===== config.mk =====
export PLATFORM = sky130hd
export DESIGN_NAME = ioc_regs
export DESIGN_NICKNAME = d
export VERILOG_FILES = /design/src/pkg/ioc_pkg.sv /design/src/core/ioc_clkout.sv /design/src/core/ioc_regs.sv
export VERILOG_INCLUDE_DIRS = /design/src /design/src/pkg
export SDC_FILE = /design/constraint.sdc
export NUM_CORES = 1
export LEC_CHECK = 0
export ABC_AREA = 1
export BUFFER_PORTS_ARGS = -buffer_cell sky130_fd_sc_hd__buf_4
export CAP_MARGIN = 20
export CORE_UTILIZATION = 52
export DETAILED_ROUTE_END_ITERATION = 10
export GPL_TIMING_DRIVEN = 0
export PLACE_DENSITY = 0.76
export SKIP_LAST_GASP = 1
export SLEW_MARGIN = 20
export SYNTH_ARGS = -nofsm -noshare
export SYNTH_HDL_FRONTEND = slang
export SYNTH_SLANG_ARGS = --single-unit
export TNS_END_PERCENT = 1

===== constraint.sdc =====
create_clock -name ref_clk_i -period 1.7 [get_ports ref_clk_i]
set_clock_uncertainty 0.05 [all_clocks]
set_input_delay 0.085 -clock ref_clk_i [delete_from_list [all_inputs] [get_ports ref_clk_i]]
set_output_delay 0.085 -clock ref_clk_i [all_outputs]
set_load 0.05 [all_outputs]

===== src/pkg/ioc_params.svh =====
// Purpose: constants of the io configuration register pair
// Assumes: 125 MHz reference clock, 6-bit serial register addresses
// Notes:   offsets, field positions, reset values and timing counts
//
// How it works
// - cfg1 bit 7 high drives one antenna output, low drives both differentially.
// - cfg1 bit 6 picks driver a or driver b when driving single.
// - rx watermark select gives threshold 64 when low, 80 when high.
// - tx watermark select gives threshold 32 when low, 16 when high.
// - crystal select: 0 means 13.56 MHz, 1 means 27.12 MHz; defaults 1.
// - clock field 00/01/10 gives crystal/4, /2, /1 while crystal runs: 3.39/6.78/13.56 MHz with a 13.56 MHz crystal.
// - clock field 11 holds the microcontroller clock output low.
// - crystal stopped and output enabled: 32 kHz clock unless suppressed.
// - both registers take their defaults only at power-up reset.
// - cfg2 bit 7: low means 5 V supply, high means 3.3 V supply.
// - regulator-off bit disables digital supply regulator; resets to zero.
// - selected pull-down: pull MISO down while select low and undriven.
// - idle pull-down: pull MISO down whenever select is high.
// - low-voltage drive bit raises MISO drive strength for 1.8 V.
// - slow-ramp bit ramps transmitter so 10 to 90 percent takes at least 10 us.
// - set-default direct command leaves both registers untouched.
// - both registers read and written over the serial port at 6-bit addresses.
`ifndef IOC_PARAMS_SVH
`define IOC_PARAMS_SVH

// ==========================================================================
// register map
`define IOC_ADDR_W            6
`define IOC_CFG1_ADDR         6'h00
`define IOC_CFG2_ADDR         6'h01
`define IOC_CFG1_RST          8'h08
`define IOC_CFG2_RST          8'h00
`define IOC_CFG1_MASK         8'hff
`define IOC_CFG2_MASK         8'hdd

// ==========================================================================
// cfg1 fields
`define IOC_SINGLE_BIT        7
`define IOC_DRV_B_BIT         6
`define IOC_RXWL_BIT          5
`define IOC_TXWL_BIT          4
`define IOC_XTAL_BIT          3
`define IOC_CLKSEL_HI_BIT     2
`define IOC_CLKSEL_LO_BIT     1
`define IOC_LF_OFF_BIT        0

// ==========================================================================
// cfg2 fields
`define IOC_LOW_SUP_BIT       7
`define IOC_REG_OFF_BIT       6
`define IOC_SEL_PD_BIT        4
`define IOC_IDLE_PD_BIT       3
`define IOC_HI_DRV_BIT        2
`define IOC_SLOW_BIT          0

// ==========================================================================
// watermark levels, clock codes, serial command codes
`define IOC_RX_WL_LO          7'h40
`define IOC_RX_WL_HI          7'h50
`define IOC_TX_WL_LO          6'h20
`define IOC_TX_WL_HI          6'h10
`define IOC_CLK_339           2'h0
`define IOC_CLK_678           2'h1
`define IOC_CLK_1356          2'h2
`define IOC_CLK_OFF           2'h3
`define IOC_OP_WRITE          2'h0
`define IOC_OP_READ           2'h1
`define IOC_OP_CMD            2'h3
`define IOC_CMD_SET_DEFAULT   6'h01

// ==========================================================================
// timing
`define IOC_CLK_NS            8
`define IOC_RAMP_MIN_NS       10000
`define IOC_RAMP_STEPS_1090   204
`define IOC_RAMP_STEP_CYC     ((`IOC_RAMP_MIN_NS + `IOC_CLK_NS * `IOC_RAMP_STEPS_1090 - 1) / (`IOC_CLK_NS * `IOC_RAMP_STEPS_1090))

`endif


===== src/pkg/ioc_pkg.sv =====
// Purpose: types of the io configuration register pair
// Assumes: constants come from ioc_params.svh
// Notes:   one-hot serial states, packed state records
package ioc_pkg;

    typedef enum logic [3:0] {
        ST_CMD  = 4'b0001,
        ST_WR   = 4'b0010,
        ST_RD   = 4'b0100,
        ST_SKIP = 4'b1000
    } ioc_state_t;

    typedef struct packed {
        ioc_state_t  st;
        logic        sclk_q;
        logic [2:0]  bit_cnt;
        logic [7:0]  in_sh;
        logic [7:0]  out_sh;
        logic        miso_oe;
        logic [5:0]  addr;
        logic [7:0]  cfg1;
        logic [7:0]  cfg2;
        logic        setdef;
        logic [2:0]  ramp_cnt;
        logic [7:0]  ramp_lvl;
    } ioc_regs_t;

    typedef struct packed {
        logic        xtal_q;
        logic [1:0]  div;
        logic        clk_out;
    } ioc_clk_t;

endpackage


===== src/core/ioc_clkout.sv =====
// Purpose: microcontroller clock output selection and division
// Assumes: crystal clock and 32 kHz clock arrive as sampled levels
// Notes:   output is registered, one reference cycle late
`timescale 1ns/1ps
`include "ioc_params.svh"

module ioc_clkout (
    input  wire logic       ref_clk_i,
    input  wire logic       rst_i,
    input  wire logic       xtal_clk_i,
    input  wire logic       xtal_run_i,
    input  wire logic       lf_clk_i,
    input  wire logic [1:0] sel_i,
    input  wire logic       lf_off_i,
    output logic            mcu_clk_o
);

    ioc_pkg::ioc_clk_t s_q;
    ioc_pkg::ioc_clk_t s_d;

    // ======================================================================
    // divider and selection
    always_comb begin
        s_d        = s_q;
        s_d.xtal_q = xtal_clk_i;
        if (xtal_clk_i && !s_q.xtal_q) begin
            s_d.div = s_q.div + 2'h1;
        end
        if (sel_i == `IOC_CLK_OFF) begin
            s_d.clk_out = 1'b0;
        end else if (!xtal_run_i) begin
            s_d.clk_out = lf_clk_i & ~lf_off_i;
        end else begin
            unique case (sel_i)
                `IOC_CLK_339:  s_d.clk_out = s_q.div[1];
                `IOC_CLK_678:  s_d.clk_out = s_q.div[0];
                default:       s_d.clk_out = xtal_clk_i;
            endcase
        end
    end

    always_ff @(posedge ref_clk_i) begin
        if (rst_i) begin
            s_q <= '0;
        end else begin
            s_q <= s_d;
        end
    end

    assign mcu_clk_o = s_q.clk_out;

endmodule


===== src/core/ioc_regs.sv =====
// Purpose: io configuration register pair behind the serial port
// Assumes: serial pins sampled synchronously, rst_i is power-up reset
// Notes:   mosi sampled on sclk fall, miso shifts on sclk rise
`timescale 1ns/1ps
`include "ioc_params.svh"

module ioc_regs (
    input  wire logic       ref_clk_i,
    input  wire logic       rst_i,
    // serial port
    input  wire logic       ss_n_i,
    input  wire logic       sclk_i,
    input  wire logic       mosi_i,
    output logic            miso_o,
    output logic            miso_oe_o,
    output logic            miso_pd_o,
    output logic            miso_hi_drive_o,
    output logic            set_default_cmd_o,
    // clock sources
    input  wire logic       xtal_clk_i,
    input  wire logic       xtal_run_i,
    input  wire logic       lf_clk_i,
    output logic            mcu_clk_o,
    // antenna and fifo
    output logic            single_drive_o,
    output logic            second_driver_select_o,
    output logic [6:0]      rx_watermark_o,
    output logic [5:0]      tx_watermark_o,
    output logic            xtal_27m_o,
    // supply
    output logic            low_supply_mode_o,
    output logic            digital_supply_rail_off_o,
    // transmitter ramp
    input  wire logic       tx_on_i,
    output logic            slow_ramp_o,
    output logic [7:0]      tx_level_o
);

    localparam logic [2:0] RAMP_STEP = 3'(`IOC_RAMP_STEP_CYC);

    ioc_pkg::ioc_regs_t s_q;
    ioc_pkg::ioc_regs_t s_d;

    logic       sclk_rise;
    logic       sclk_fall;
    logic [7:0] in_byte;

    // ======================================================================
    // register read decode
    function automatic logic [7:0] rd_reg(
        input logic [5:0] a,
        input logic [7:0] c1,
        input logic [7:0] c2
    );
        logic [7:0] v;
        v = 8'h00;
        if (a == `IOC_CFG1_ADDR) begin
            v = c1 & `IOC_CFG1_MASK;
        end else if (a == `IOC_CFG2_ADDR) begin
            v = c2 & `IOC_CFG2_MASK;
        end
        return v;
    endfunction

    // ======================================================================
    // serial edges
    assign sclk_rise = sclk_i & ~s_q.sclk_q;
    assign sclk_fall = ~sclk_i & s_q.sclk_q;
    assign in_byte   = {s_q.in_sh[6:0], mosi_i};

    // ======================================================================
    // next state
    always_comb begin
        s_d        = s_q;
        s_d.sclk_q = sclk_i;
        s_d.setdef = 1'b0;

        if (ss_n_i) begin
            s_d.st      = ioc_pkg::ST_CMD;
            s_d.bit_cnt = 3'h0;
            s_d.miso_oe = 1'b0;
        end else begin
            // next read bit shown after the byte's first bit
            if (sclk_rise && s_q.bit_cnt != 3'h0) begin
                s_d.out_sh = {s_q.out_sh[6:0], 1'b0};
            end
            if (sclk_fall) begin
                s_d.in_sh = in_byte;
                if (s_q.bit_cnt == 3'h7) begin
                    s_d.bit_cnt = 3'h0;
                    unique case (s_q.st)
                        ioc_pkg::ST_CMD: begin
                            s_d.addr = in_byte[5:0];
                            if (in_byte[7:6] == `IOC_OP_WRITE) begin
                                s_d.st = ioc_pkg::ST_WR;
                            end else if (in_byte[7:6] == `IOC_OP_READ) begin
                                s_d.st      = ioc_pkg::ST_RD;
                                s_d.out_sh  = rd_reg(in_byte[5:0], s_q.cfg1, s_q.cfg2);
                                s_d.miso_oe = 1'b1;
                            end else begin
                                // direct command: config pair is not touched
                                s_d.setdef = (in_byte[7:6] == `IOC_OP_CMD) &&
                                             (in_byte[5:0] == `IOC_CMD_SET_DEFAULT);
                                s_d.st     = ioc_pkg::ST_SKIP;
                            end
                        end
                        ioc_pkg::ST_WR: begin
                            if (s_q.addr == `IOC_CFG1_ADDR) begin
                                s_d.cfg1 = in_byte & `IOC_CFG1_MASK;
                            end else if (s_q.addr == `IOC_CFG2_ADDR) begin
                                s_d.cfg2 = in_byte & `IOC_CFG2_MASK;
                            end
                            s_d.addr = s_q.addr + 6'h01;
                        end
                        ioc_pkg::ST_RD: begin
                            s_d.addr   = s_q.addr + 6'h01;
                            s_d.out_sh = rd_reg(s_q.addr + 6'h01, s_q.cfg1, s_q.cfg2);
                        end
                        ioc_pkg::ST_SKIP: begin
                            s_d.st = ioc_pkg::ST_SKIP;
                        end
                    endcase
                end else begin
                    s_d.bit_cnt = s_q.bit_cnt + 3'h1;
                end
            end
        end

        // transmitter switch-on ramp
        if (!tx_on_i) begin
            s_d.ramp_lvl = 8'h00;
            s_d.ramp_cnt = 3'h0;
        end else if (!s_q.cfg2[`IOC_SLOW_BIT]) begin
            s_d.ramp_lvl = 8'hff;
        end else if (s_q.ramp_lvl != 8'hff) begin
            if (s_q.ramp_cnt == RAMP_STEP - 3'h1) begin
                s_d.ramp_cnt = 3'h0;
                s_d.ramp_lvl = s_q.ramp_lvl + 8'h01;
            end else begin
                s_d.ramp_cnt = s_q.ramp_cnt + 3'h1;
            end
        end
    end

    // ======================================================================
    // state register, power-up reset only
    always_ff @(posedge ref_clk_i) begin
        if (rst_i) begin
            s_q          <= '0;
            s_q.st       <= ioc_pkg::ST_CMD;
            s_q.sclk_q   <= 1'b0;
            s_q.cfg1     <= `IOC_CFG1_RST;
            s_q.cfg2     <= `IOC_CFG2_RST;
        end else begin
            s_q <= s_d;
        end
    end

    // ======================================================================
    // serial pin outputs
    assign miso_oe_o         = s_q.miso_oe & ~ss_n_i;
    assign miso_o            = s_q.out_sh[7] & miso_oe_o;
    assign miso_pd_o         = (ss_n_i & s_q.cfg2[`IOC_IDLE_PD_BIT]) |
                               (~ss_n_i & ~miso_oe_o & s_q.cfg2[`IOC_SEL_PD_BIT]);
    assign miso_hi_drive_o   = s_q.cfg2[`IOC_HI_DRV_BIT];
    assign set_default_cmd_o = s_q.setdef;

    // ======================================================================
    // configuration outputs
    assign single_drive_o         = s_q.cfg1[`IOC_SINGLE_BIT];
    assign second_driver_select_o = s_q.cfg1[`IOC_SINGLE_BIT] &
                                    s_q.cfg1[`IOC_DRV_B_BIT];
    assign rx_watermark_o = s_q.cfg1[`IOC_RXWL_BIT] ? `IOC_RX_WL_HI : `IOC_RX_WL_LO;
    assign tx_watermark_o = s_q.cfg1[`IOC_TXWL_BIT] ? `IOC_TX_WL_HI : `IOC_TX_WL_LO;
    assign xtal_27m_o                = s_q.cfg1[`IOC_XTAL_BIT];
    assign low_supply_mode_o         = s_q.cfg2[`IOC_LOW_SUP_BIT];
    assign digital_supply_rail_off_o = s_q.cfg2[`IOC_REG_OFF_BIT];
    assign slow_ramp_o               = s_q.cfg2[`IOC_SLOW_BIT];
    assign tx_level_o                = s_q.ramp_lvl;

    // ======================================================================
    // microcontroller clock output
    ioc_clkout u_clkout (
        .ref_clk_i  (ref_clk_i),
        .rst_i      (rst_i),
        .xtal_clk_i (xtal_clk_i),
        .xtal_run_i (xtal_run_i),
        .lf_clk_i   (lf_clk_i),
        .sel_i      ({s_q.cfg1[`IOC_CLKSEL_HI_BIT], s_q.cfg1[`IOC_CLKSEL_LO_BIT]}),
        .lf_off_i   (s_q.cfg1[`IOC_LF_OFF_BIT]),
        .mcu_clk_o  (mcu_clk_o)
    );

endmodule


# --- Word-level counts from Yosys, hierarchy flattened ---
# Cells that the tools add are included.
word_totals:
  wordCells: 113
  register_bits: 60
  output_inout_bits: 33
  inputBits: 9
op_classes:
  n_reduce_logical: 25
  bitwise: 21
  n_addsub: 5
  muxes: 31
  eq_ne: 16
ops:
  columns: ["op", "n"]
  rows:
  - ["$mux 8", 11]
  - ["$mux 32", 2]
  - ["$eq 6x1->1 const B", 3]
  - ["$logic_not 6->1", 3]
  - ["$mux 9", 2]
  - ["$mux 16", 1]
  - ["$pmux 8 s2", 1]
  - ["$pmux 6 s2", 1]
  - ["$not 1->1", 11]
  - ["$reduce_and 5->1", 2]
  - ["$and 1x1->1", 9]
  - ["$add 8x1->8 const B", 1]
  - ["$mux 4", 2]
  - ["$ne 8x8->1 const B", 1]
  - ["$pmux 4 s2", 1]
  - ["$reduce_or 2->1", 4]
  - ["$reduce_or 7->1", 1]
  - ["$add 3x1->3 const B", 2]
  - ["$add 6x1->6 const B", 1]
  - ["$eq 3x3->1 const B", 2]
  - ["$mux 3", 2]
  - ["$mux 6", 1]
  - ["$reduce_and 2->1", 3]
  - ["$reduce_and 6->1", 1]
  - ["other kinds (19)", 30]

# --- Longest topological paths before layout ---
# Gate-level depths: netlist of the first run.
depth:
  depth_word: 9
  mapped_depth: 13
  mapped_depth_nobuf: 13

# --- Cells and area by module ---
# A second synthesis of the first run with hierarchy kept.
hier_totals:
  hier_cells: 483
  hier_area_um2: 3369.5
by_module_without_submodules:
  columns: ["module", "area_each_um2", "cells_per_inst", "instances", "seq_area_each_um2"]
  rows:
  - ["ioc_regs", 3183.1, 453, 1, 1121.1]
  - ["ioc_clkout", 186.4, 30, 1, 80.1]

# --- Worst setup path before layout of the first run ---
# OpenSTA, ideal clock, no wires.
synth_timing:
  path_type: "input-to-output"
  start: "input port ss_n_i"
  end: "output port miso_pd_o"
  path_slack_ps: -56
  stages: 4
  arrival_time_ps: 1621
  required_time_ps: 1565
  path_buffers: 2
  cell_sequence: "buf_2 -> inv_1 -> clkbuf_1 -> o21ai_0"
synth_between:
  elab_chain_len: 6
  word_cells_on_any_way: 7
  cone_classes: "bitwise (7)"
synth_rtl:
  columns: ["item", "line", "rtl"]
  rows:
  - ["from (decl)", "ioc_regs.sv:11", "input wire logic ss_n_i,"]
  - ["$not 1->1 (no source line)", null, null]
  - ["$and 1x1->1", "ioc_regs.sv:161", "assign miso_oe_o = s_q.miso_oe & ~ss_n_i;"]
  - ["$not 1->1", "ioc_regs.sv:164", "(~ss_n_i & ~miso_oe_o & s_q.cfg2[`IOC_SEL_PD_BIT]);"]
  - ["$and 1x1->1 (2 in a row)", "ioc_regs.sv:164", null]
  - ["$or 1x1->1 *", "ioc_regs.sv:163", "assign miso_pd_o = (ss_n_i & s_q.cfg2[`IOC_IDLE_PD_BIT]) |"]
  - ["to (decl)", "ioc_regs.sv:16", "output logic miso_pd_o,"]
# Mark *: on every way between the ends. The rest lies on a longest branch, timed or not.

# --- Worst setup path after layout of the first run ---
layout_timing:
  start: "register s_q[28] (netlist name)"
  end: "register s_q, in the netlist slow_ramp_o"
layout_between:
  elab_chain_len: 3
  word_cells_on_any_way: 4
  cone_classes: "eq/ne (1); bitwise (1); reduce/logical (2)"
layout_rtl:
  columns: ["item", "line", "rtl"]
  rows:
  - ["from (decl)", "ioc_regs.sv:41", "ioc_pkg::ioc_regs_t s_q;"]
  - ["$logic_not 6->1 (no source line)", null, null]
  - ["$not 1->1 (no source line)", null, null]
  - ["$reduce_and 6->1 (no source line) *", null, null]
# Marked as above.
# A chain may end at the register's enable or synchronous reset.

==> summary.md, run 1 <==
| Metric | Value |
|---|---|
| PortBufs | `29` |
| WL/cell | `14.2 um` |
| Finish-stage setup viols | `13` |
| Synth unique cells | `45` |
| Die Width | `82.5 um` |
| Slew @ Worst Pin | `0.593 ns` |
| Most common cell after layout, fill and taps aside | `nand2_1` |
| Clock Latency Late Sink | `0.35 ns` |
| Fin. Hold Viols | `0` |
| Residual DRC count | `0` |
| CTS tree | `yes` |
| Die area | `6800 um^2` |
| Total grt overflow | `0` |
| Commonest non-fill, non-tap cells in the layout | `nand2_1, inv_1, buf_4` |
| Filler Cells Inserted | `517` |
| Post-layout util | `68.7%` |
| Starting Density | `55.2%` |
| Power per cell area | `742 nW/um^2` |
| CTS root buf | `clkbuf_8` |
| Final antenna-violating net count | `0` |
| Vias | `3400` |
| MaxCap Viol Count | `0` |
| Slew headroom | `60.5%` |
| Outcome | `finished with violations` |
| Nets | `555` |
| RSZ-0062 raised after global routing | `yes` |
| Clock-pin slew on the worst setup and hold paths | `0.07 ns` |
| Post-Syn Area | `3370 um^2` |
| Hold Path Class | `in -> reg` |
| Power Total | `3110 uW` |
| Leak Pwr | `0.00185 uW` |
| Setup crit end kind | `flop` |
| Sequential area share after synthesis | `35.7%` |
| Ports | `42` |
| Final Critical Period | `1.79 ns` |
| Top cells by area, synth | `dfxtp_1, nand2_1, inv_1` |
| Sequential Power Share | `47.0%` |
| CTS Buf Count | `9` |
| Yosys reg bits | `60` |
| Psw | `815 uW` |
| VDD IR max | `547 uV` |
| Synth top area share | `35.7%` |
| Total track usage | `27.3%` |
| GP Congestion | `1.01` |
| Iteration-0 DRC Markers | `291` |
| Pint | `2290 uW` |
| Vias per cell | `5.51` |
| Critical Path AT | `2.00 ns` |
| H-tree Lvls | `3` |
| Critical path fanouts, max | `4` |
| Dpl hpwl | `6150 um` |
| Row cnt | `28` |
| # diodes | `0` |
| Failing checks | `negative setup slack` |
| Synthesized instance count | `471` |
| Core area | `6100 um^2` |
| Final TNS setup | `-0.364 ns` |
| Layout cells sized above 1 | `25.8%` |
| Area Overhead vs Synth | `24.5%` |
| Switching part of the total | `26.2%` |
| CTS max path bufs | `2` |
| Required @ worst endpoint | `1.91 ns` |
| Final Max Slew Viols | `0` |
| Worst setup SP type | `flop` |
| Clock Sinks | `60` |
| Avg Cell Area, Syn | `7.15 um^2` |
| Pin count of the biggest net entering global routing | `11` |
| Vias in the first global route | `2960` |
| Fin crit share | `105%` |
| Clock Power Share | `42.6%` |
| Die Y | `82.5 um` |
| DP Cell Count | `583` |
| Final WL | `8750 um` |
| Fmax | `0.560 GHz` |
| First-pass GRT wire length | `13800 um` |
| Ys Warns | `0` |
| Post-route insts no fill | `617` |
| Worst setup margin | `-0.0851 ns` |
| Kind of critical path | `reg -> reg` |
| Top cell type by total area after synthesis | `dfxtp_1` |
| Initial antenna violation count | `0` |
| Drt pass-1 iters | `7` |
| Power share of the combinational group | `10.3%` |
## cell usage after synthesis, drive strengths merged
| library cell | count |
|---|---|
| nand2 | 83 |
| dfxtp | 60 |
| o21ba | 1 |
| nand3 | 20 |
| o21ai | 46 |
| nor3 | 3 |
| buf | 26 |
| o211ai | 3 |
| inv | 74 |
| nand4 | 9 |
| a21oi | 47 |
| a31oi | 6 |
| o21bai | 2 |
| o21a | 1 |
| ha | 9 |
| nand3b | 2 |
| clkbuf | 3 |
| mux2 | 1 |
| nor3b | 2 |
| o311ai | 1 |
| nor2 | 43 |
| a211oi | 11 |
| conb | 2 |
| and3 | 1 |
| nor4 | 3 |
| a21boi | 2 |
| or2 | 6 |
| o22ai | 4 |
## routing by layer
metal  GRT usage [%]  share of wire [%]  vias to the layer above
met4            7.72                1.5                        0
li1                -                  -                     1659
met3            6.70                7.1                       15
met2            46.1                 49                      135
met5               0                  0                        -
met1            34.2                 43                     1591
## final timing paths
path / startpoint / end / slack (ns) / cells past startpoint
min: xtal_run_i / u_clkout.mcu_clk_o / 0.02 / 4
max: s_q[28] / slow_ramp_o / -0.09 / 8
min reg2reg: s_q[10] / s_q[10] / 0.43 / 1
max reg2reg: s_q[28] / slow_ramp_o / -0.09 / 8
## layout make-up
class | count | area (um^2) | area share [%]
clock buffer | 12 | 155 | 3.70
sequential | 60 | 1210 | 29.0
buffer | 29 | 201 | 4.81
tap | 75 | 93.8 | 2.24
multi-input combinational | 316 | 1830 | 43.7
timing repair buffer | 47 | 363 | 8.66
inverter | 74 | 283 | 6.75
clock inverter | 4 | 47.5 | 1.13
## repair_timing
action                                  4_1_cts  5_1_grt
pin swaps                                     4       10
endpoints found under the setup margin       31       39
endpoints found under the hold margin         4        0
gates resized for setup                      22       18
gates cloned                                  1        0
setup buffers                                 7        6
hold buffers                                  4        0
## registers in the layout, indices dropped and copies added, names as in the netlist
register / cells
xtal_27m_o: 1
digital_supply_rail_off_o: 1
slow_ramp_o: 1
low_supply_mode_o: 1
u_clkout.s_q: 3
single_drive_o: 1
in_byte: 7
tx_level_o: 8
s_q: 34
set_default_cmd_o: 1
miso_hi_drive_o: 1
u_clkout.mcu_clk_o: 1
## kinds of logic (layout without fill, tap and decap cells)
group	after synthesis	count (layout)	share of synthesized area [%]
AOI/OAI and AO/OA	124	124	21.5
adders and majority gates	9	9	3.34
buffers and inverters	103	166	14.2
DFF	60	60	35.7
muxes	1	1	0.334
other	2	10	0.223
and+or+nand+nor	172	172	24.7
## power by group through the flow
stage / clock network (uW) / logic, uW / registers (uW)
after floorplan: 0 / 232 / 1490
after global placement: 0 / 296 / 1490
after detailed placement: 0 / 302 / 1490
after CTS: 1330 / 314 / 1460
after global routing: 1390 / 350 / 1460
final: 1330 / 321 / 1460
## through the flow
step	hold WS (ns)	worst slack [ns]	instance area [um^2]
floorplan	0.160	-0.00795	3400
global placement	0.270	-0.210	3710
detailed placement	0.281	-0.291	3710
CTS	0.0125	-0.0603	4090
global route	0.0217	-0.230	4190
finish	0.0188	-0.0851	4190
## worst max-delay path, cell delays in order (launching register included)
cell	delay, ns
dfxtp_4	0.37
inv_1	0.09
ha_1	0.22
nand3_2	0.10
inv_1	0.07
nor4_4	0.37
buf_4	0.19
nor2_1	0.04
a211oi_1	0.20
Note: power is estimated with default switching activity, not from simulation.
==> run 2, diff against run 1 <==
--- a/config.mk
+++ b/config.mk
@@ -9,10 +9,11 @@
 export ABC_AREA = 1
 export BUFFER_PORTS_ARGS = -buffer_cell sky130_fd_sc_hd__buf_4
 export CAP_MARGIN = 20
-export CORE_UTILIZATION = 52
+export CORE_UTILIZATION = 62
 export DETAILED_ROUTE_END_ITERATION = 10
 export GPL_TIMING_DRIVEN = 0
-export PLACE_DENSITY = 0.76
+export PLACE_DENSITY = 0.84
+export SKIP_CTS_REPAIR_TIMING = 1
 export SKIP_LAST_GASP = 1
 export SLEW_MARGIN = 20
 export SYNTH_ARGS = -nofsm -noshare
==> constraint.sdc (replaced) <==
create_clock -name ref_clk_i -period 2.3 [get_ports ref_clk_i]
set_clock_uncertainty 0.05 [all_clocks]
set_input_delay 0.115 -clock ref_clk_i [delete_from_list [all_inputs] [get_ports ref_clk_i]]
set_output_delay 0.115 -clock ref_clk_i [all_outputs]
set_load 0.05 [all_outputs]
==> summary.md, run 2 (synthesis gave the netlist of run 1 again) <==
| Metric | Value |
|---|---|
| Core area | `5170 um^2 (was 6100 um^2)` |
| Area Overhead vs Synth | `17.3% (was 24.5%)` |
| Hold Path Class | `in -> reg (unchanged)` |
| Dpl hpwl | `6090 um (was 6150 um)` |
| Commonest non-fill, non-tap cells in the layout | `nand2_1, inv_1, dfxtp_1 (was nand2_1, inv_1, buf_4)` |
| Vias per cell | `5.50 (was 5.51)` |
| Die Width | `75.7 um (was 82.5 um)` |
| Clock-pin slew on the worst setup and hold paths | `0.07 ns (about the same)` |
| Most common cell after layout, fill and taps aside | `nand2_1 (unchanged)` |
| Total grt overflow | `0 (unchanged)` |
| Pint | `1770 uW (was 2290 uW)` |
| Setup crit end kind | `flop (unchanged)` |
| Register Area | `1200 um^2 (was 1210 um^2)` |
| Power share of the combinational group | `9.7% (was 10.3%)` |
| Critical path fanouts, max | `7 (was 4)` |
| Pin count of the biggest net entering global routing | `11 (unchanged)` |
| Drt pass-1 iters | `5 (was 7)` |
| Critical Path AT | `2.24 ns (was 2.00 ns)` |
| Outcome | `completed (was finished with violations)` |
| Layout cells sized above 1 | `19.0% (was 25.8%)` |
| Filler Cells Inserted | `405 (was 517)` |
| Fmax | `0.495 GHz (was 0.560 GHz)` |
| Total track usage | `31.3% (was 27.3%)` |
| Die area | `5730 um^2 (was 6800 um^2)` |
| Required @ worst endpoint | `2.52 ns (was 1.91 ns)` |
| Sequential Power Share | `45.8% (was 47.0%)` |
| Slew @ Worst Pin | `0.620 ns (was 0.593 ns)` |
| Die Y | `75.7 um (was 82.5 um)` |
| CP max-delay cell | `dfxtp_1 (was dfxtp_4)` |
| Switching part of the total | `25.1% (was 26.2%)` |
| Nets | `540 (was 555)` |
| Vias | `3285 (was 3400)` |
| CTS tree | `yes (unchanged)` |
| GP Congestion | `1.02 (was 1.01)` |
| Initial antenna violation count | `0 (unchanged)` |
| Cell repeated most along the worst path | `nand2_1 (was inv_1)` |
| Largest register FFs | `34 (unchanged)` |
| Crit path cell chain | `ha_1 > nand2_1 > nand2_1 > nand4_2 > inv_1 > nand3_1 > nand2_1 > nand2_1 > nand2_1 > nand2_1 > a21oi_1 (was inv_1 > ha_1 > nand3_2 > inv_1 > nor4_4 > buf_4 > nor2_1 > a211oi_1)` |
| Worst setup SP type | `flop (unchanged)` |
| Fin. Hold Viols | `0 (unchanged)` |
| RSZ-0062 raised after global routing | `no (was yes)` |
| Row cnt | `26 (was 28)` |
| Crit-path max cell delay | `0.48 ns (was 0.37 ns)` |
| Kind of critical path | `reg -> reg (unchanged)` |
| Starting Density | `65.1% (was 55.2%)` |
| Multi-input logic area | `1720 um^2 (was 1830 um^2)` |
| CTS Buf Count | `9 (unchanged)` |
| H-tree Lvls | `3 (unchanged)` |
| Final TNS setup | `0 ns (was -0.364 ns)` |
| MaxCap Viol Count | `0 (unchanged)` |
| Final Critical Period | `2.02 ns (was 1.79 ns)` |
| Power per cell area | `598 nW/um^2 (was 742 nW/um^2)` |
| Final antenna-violating net count | `0 (unchanged)` |
| Ports | `42 (unchanged)` |
| Fin crit share | `87.9% (was 105%)` |
| PortBufs | `29 (unchanged)` |
| First-pass GRT wire length | `13300 um (was 13800 um)` |
| DP Cell Count | `578 (was 583)` |
| WL/cell | `13.8 um (was 14.2 um)` |
| Clock Power Share | `44.5% (was 42.6%)` |
| Final Max Slew Viols | `0 (unchanged)` |
| Vias in the first global route | `2954 (was 2960)` |
| Final WL | `8220 um (was 8750 um)` |
| Slew headroom | `58.7% (was 60.5%)` |
| Clock Latency Late Sink | `0.34 ns (was 0.35 ns)` |
| Post-route insts no fill | `597 (was 617)` |
| Most flops, register | `s_q (unchanged)` |
| Finish-stage setup viols | `0 (was 13)` |
| CTS max path bufs | `2 (unchanged)` |
| CTS root buf | `clkbuf_8 (unchanged)` |
| # diodes | `0 (unchanged)` |
| Psw | `592 uW (was 815 uW)` |
| VDD IR max | `461 uV (was 547 uV)` |
| Leak Pwr | `0.00177 uW (was 0.00185 uW)` |
| Iteration-0 DRC Markers | `278 (was 291)` |
| Residual DRC count | `0 (unchanged)` |
| Clock Sinks | `60 (unchanged)` |
run 2: cell types whose count changed in the layout (fill, tap and decap cells not counted), moves of 3 or more:
cell,previous run,this run
dfxtp_1,53,60
nand2_2,6,0
dfxtp_2,5,0
nor2_1,33,37
buf_4,63,49
ha_1,6,9
nand3_1,14,17
ha_4,3,0
nand2_1,76,82
run 2: final cells by class:
type	count	share of cell area, %
multi-input cells	316	43.5
flip-flops and latches	60	30.4
inverters	74	7.03
repair buffers	32	6.27
plain buffers	29	5.10
clock buffers	11	3.58
well taps	70	2.22
clock inverters	5	1.90
run 2: per-stage QoR:
stage	area (um^2)	hold WS (ns)	utilization, %	power [uW]	worst slack (ns)
detailed placement	3700	0.303	71.6	1330	0.364
global route	3950	0.0506	76.3	2440	0.0890
global placement	3700	0.301	71.6	1320	0.431
finish	3950	0.0375	76.3	2360	0.279
floorplan	3400	0.190	-	1270	0.484
CTS	3920	-0.0539	75.8	2360	0.302
run 2: power by group through the flow:
| stage | clock, uW | combinational, uW | sequential (uW) |
|---|---|---|---|
| global placement | 0 | 219 | 1100 |
| CTS | 1060 | 224 | 1080 |
| detailed placement | 0 | 222 | 1100 |
| global route | 1100 | 251 | 1080 |
| finish | 1050 | 229 | 1080 |
| floorplan | 0 | 172 | 1100 |
run 2: critical path, delay by kind of cell (launching register included):
family / cells / cell delay (ns)
adders and majority gates: 1 / 0.24
and+or+nand+nor: 8 / 0.90
AOI/OAI and AO/OA: 1 / 0.13
buffers and inverters: 1 / 0.13
DFF: 1 / 0.48
run 2: final timing paths:
kind | startpoint | end | slack, ns | cells past startpoint
setup / recovery | s_q[28] | s_q[41] | 0.28 | 11
hold / removal | xtal_run_i | u_clkout.mcu_clk_o | 0.04 | 4
setup reg to reg | s_q[28] | s_q[41] | 0.28 | 11
hold reg to reg | s_q[53] | s_q[53] | 0.43 | 2
run 2: metal layers:
layer	global-route usage (%)	wire length, um	up-vias	part of all wire (%)
met1	39.7	3560	1492	43
met2	51.1	3880	137	47
met4	16.5	214	0	2.6
met5	0	0	-	0
li1	-	-	1636	-
met3	5.29	563	20	6.8
==> run 3, diff against run 2 <==
--- a/config.mk
+++ b/config.mk
@@ -11,12 +11,12 @@
 export CAP_MARGIN = 20
 export CORE_UTILIZATION = 62
 export DETAILED_ROUTE_END_ITERATION = 10
-export GPL_TIMING_DRIVEN = 0
 export PLACE_DENSITY = 0.84
 export SKIP_CTS_REPAIR_TIMING = 1
 export SKIP_LAST_GASP = 1
 export SLEW_MARGIN = 20
 export SYNTH_ARGS = -nofsm -noshare
 export SYNTH_HDL_FRONTEND = slang
+export SYNTH_HIERARCHICAL = 1
 export SYNTH_SLANG_ARGS = --single-unit
 export TNS_END_PERCENT = 1
==> constraint.sdc (replaced) <==
create_clock -name ref_clk_i -period 2.4 [get_ports ref_clk_i]
set_clock_uncertainty 0.05 [all_clocks]
set_input_delay 0.12 -clock ref_clk_i [delete_from_list [all_inputs] [get_ports ref_clk_i]]
set_output_delay 0.12 -clock ref_clk_i [all_outputs]
set_load 0.05 [all_outputs]
==> summary.md, run 3 <==
| Metric | Value |
|---|---|
| Power share of the combinational group | `9.0% (was 9.7%)` |
| Fin. Hold Viols | `0 (unchanged)` |
| CTS root buf | `clkbuf_8 (unchanged)` |
| Ys Warns | `6 (was 0)` |
| Top cells by area, synth | `dfxtp_1, nand2_1, inv_1 (unchanged)` |
| Psw | `569 uW (was 592 uW)` |
| CP max-delay cell | `dlygate4sd3_1 (was dfxtp_1)` |
| Worst Reg-to-Reg Cells | `9 (was 11)` |
| Synth unique cells | `42 (was 45)` |
| Pre-CTS setup slack | `0.476 ns (was 0.364 ns)` |
| Post-route insts no fill | `584 (was 597)` |
| Drt pass-1 iters | `6 (was 5)` |
| Ys flop type | `dfxtp_1 (unchanged)` |
| Layout cells sized above 1 | `15.4% (was 19.0%)` |
| Row cnt | `26 (unchanged)` |
| Worst r2r dst | `slow_ramp_o (was s_q[41])` |
| Post-Synth Simple-Gate Area | `29.3% (was 24.7%)` |
| Buf+Inv Stages, Crit Path | `5 (was 1)` |
| Pint | `1520 uW (was 1770 uW)` |
| Clock Power Share | `41.4% (was 44.5%)` |
| Crit path cell chain | `dlygate4sd3_1 > buf_4 > inv_2 > nand2_4 > inv_2 > nand2_1 > nor2_4 > o21ai_2 > inv_2 > o21ai_0 > a31oi_1 (was ha_1 > nand2_1 > nand2_1 > nand4_2 > inv_1 > nand3_1 > nand2_1 > nand2_1 > nand2_1 > nand2_1 > a21oi_1)` |
| Final Max Slew Viols | `0 (unchanged)` |
| Residual DRC count | `0 (unchanged)` |
| Yosys reg bits | `60 (unchanged)` |
| Sequential Power Share | `49.6% (was 45.8%)` |
| Commonest non-fill, non-tap cells in the layout | `nand2_1, inv_1, dfxtp_1 (unchanged)` |
| H-tree Lvls | `3 (unchanged)` |
| Core area | `5170 um^2 (unchanged)` |
| Crit path launch | `sclk_i (was s_q[28])` |
| Fmax | `0.499 GHz` |
| Iteration-0 DRC Markers | `229 (was 278)` |
| Top cell type by total area after synthesis | `dfxtp_1 (unchanged)` |
| PortBufs | `31 (was 29)` |
| Crit-path max cell delay | `0.54 ns (was 0.48 ns)` |
| Clock Latency Late Sink | `0.36 ns (was 0.34 ns)` |
| Synth Area in Compound Gates | `17.3% (was 21.5%)` |
| Largest family of logic cells by synthesized area | `simple AND/OR/NAND/NOR gates (unchanged)` |
| Sequential area share after synthesis | `35.6% (was 35.7%)` |
| Synthesized instance count | `483 (was 471)` |
| RSZ-0062 raised after global routing | `no (unchanged)` |
| # diodes | `0 (unchanged)` |
| XOR/XNOR Fraction of Synth Area | `0.260% (was 0%)` |
| Count leader, synth | `nand2_1 (unchanged)` |
| Async set-reset flop share out of synthesis | `0% (unchanged)` |
| Nets | `527 (was 540)` |
| Most flops, register | `s_q (unchanged)` |
| Area Overhead vs Synth | `11.3% (was 17.3%)` |
| Leak Pwr | `0.00168 uW (was 0.00177 uW)` |
| Final TNS setup | `0 ns (unchanged)` |
| First-pass GRT wire length | `12400 um (was 13300 um)` |
| Final antenna-violating net count | `0 (unchanged)` |
| Critical path fanouts, max | `13 (was 7)` |
| Placed inst area | `3540 um^2 (was 3700 um^2)` |
| Largest register FFs | `34 (unchanged)` |
| CTS tree | `yes (unchanged)` |
| VDD IR max | `419 uV (was 461 uV)` |
| Avg Cell Area, Syn | `6.98 um^2 (was 7.15 um^2)` |
| Cell repeated most along the worst path | `inv_2 (was nand2_1)` |
| Clock Sinks | `60 (unchanged)` |
| Critical Path AT | `2.24 ns (about the same)` |
| DP Cell Count | `566 (was 578)` |
| Total grt overflow | `0 (unchanged)` |
| Die Width | `75.7 um (about the same)` |
| CTS max path bufs | `2 (unchanged)` |
| Starting Density | `65.1% (about the same)` |
| Outcome | `completed (unchanged)` |
| Pin count of the biggest net entering global routing | `27 (was 11)` |
| Hold Path Class | `in -> reg (unchanged)` |
| Finish-stage setup viols | `0 (unchanged)` |
| Post-Syn Area | `3370 um^2 (about the same)` |
| Mux contribution to synthesized area | `0.297% (was 0.334%)` |
| WL/cell | `13.6 um (was 13.8 um)` |
| Most common cell after layout, fill and taps aside | `nand2_1 (unchanged)` |
| Synth top area share | `35.6% (was 35.7%)` |
| Dpl hpwl | `5800 um (was 6090 um)` |
| Post-route cell area | `3750 um^2 (was 3950 um^2)` |
| Critical R2R Launch | `s_q[51] (was s_q[28])` |
| Final Critical Period | `2.00 ns` |
| Die Y | `75.7 um (about the same)` |
| Setup slack, reg-to-reg | `0.46 ns (was 0.28 ns)` |
| Fin crit share | `83.5%` |
| Kind of critical path | `in -> reg (was reg -> reg)` |
| Worst setup SP type | `input port (was flop)` |
| Required @ worst endpoint | `2.63 ns (was 2.52 ns)` |
| Crit path to | `s_q[31] (was s_q[41])` |
| Number of synthesized flops with an enable pin | `0 (unchanged)` |
| CTS Buf Count | `9 (unchanged)` |
| Vias per cell | `5.49 (was 5.50)` |
| Levels on crit path | `11 (unchanged)` |
| Worst setup margin | `0.397 ns (was 0.279 ns)` |
| Final WL | `7950 um (was 8220 um)` |
| Die area | `5730 um^2 (about the same)` |
| Clock-pin slew on the worst setup and hold paths | `0.07 ns (about the same)` |
| Power Total | `2090 uW (was 2360 uW)` |
| Adder-cell share of the synthesized area | `3.34% (about the same)` |
| Ports | `42 (unchanged)` |
| Total track usage | `29.7% (was 31.3%)` |
| Largest delay share family, worst path | `buffers and inverters (was simple AND/OR/NAND/NOR gates)` |
| Vias | `3209 (was 3285)` |
| Initial antenna violation count | `0 (unchanged)` |
| Setup crit end kind | `flop (unchanged)` |
| GP Congestion | `0.963 (was 1.02)` |
| Vias in the first global route | `2791 (was 2954)` |
| Top cells by count, synth | `nand2_1, inv_1, dfxtp_1, nor2_1, a21oi_1 (was nand2_1, inv_1, dfxtp_1, a21oi_1, o21ai_0)` |
| Switching part of the total | `27.2% (was 25.1%)` |
| Power per cell area | `557 nW/um^2 (was 598 nW/um^2)` |
| MaxCap Viol Count | `0 (unchanged)` |
run 3: cell types whose count changed after synthesis, moves of 5 or more:
cell	delta
nand3_1	+17
nor2_1	+15
o21ai_0	-10
nand2_1	+9
a21oi_1	-8
a211oi_1	+6
nand4_1	-5
run 3: kinds of logic (layout without fill, tap and decap cells):
family / after synthesis / count (layout)
flip-flops: 60 / 60
buffers and inverters: 100 / 123
multiplexers: 1 / 1
AO/OA/AOI/OAI: 100 / 100
other: 2 / 10
AND/OR/NAND/NOR: 210 / 210
adder cells (fa/ha/maj): 9 / 9
XOR/XNOR: 1 / 1
run 3: per-stage QoR:
stage	util (%)	hold WS [ns]
final	72.5	0.0460
after detailed placement	68.5	0.314
after global routing	72.5	0.0423
after global placement	68.5	0.297
after floorplan	-	0.142
after CTS	72.1	-0.0526
run 3: final cells by class:
type	instances	area, um^2
clock buffer	12	165
timing repair buffer	34	260
tap	70	87.6
multi-input combinational	331	1740
sequential	60	1200
clock inverter	4	22.5
fill	424	1420
inverter	73	274
run 3: worst min path at each step:
stage / cells after the start / startpoint / slack [ns] / endpoint
after floorplan: 1 / rst_i / 0.14 / u_clkout/s_q[2]
after global placement: 3 / sclk_i / 0.30 / s_q[54]
after detailed placement: 3 / xtal_clk_i / 0.31 / u_clkout/s_q[3]
after CTS: 3 / sclk_i / -0.05 / s_q[54]
after global routing: 3 / mosi_i / 0.04 / s_q[28]
final: 3 / mosi_i / 0.05 / s_q[28]
run 3: worst min-delay path, stage by stage:
cell,delay [ns]
buf_4,0.14
nand2_1,0.07
a31oi_1,0.08
run 3: per-layer routing:
layer	GRT usage, %	wire length [um]
met3	8.60	560
met4	15.0	271
met5	0	0
met2	48.4	3660
met1	35.6	3460
run 3: power groups by stage:
stage / logic (uW) / registers (uW) / clock network (uW)
floorplan: 159 / 1060 / 0
finish: 189 / 1040 / 865
detailed placement: 184 / 1060 / 0
CTS: 185 / 1030 / 866
global placement: 181 / 1060 / 0
global route: 205 / 1040 / 910
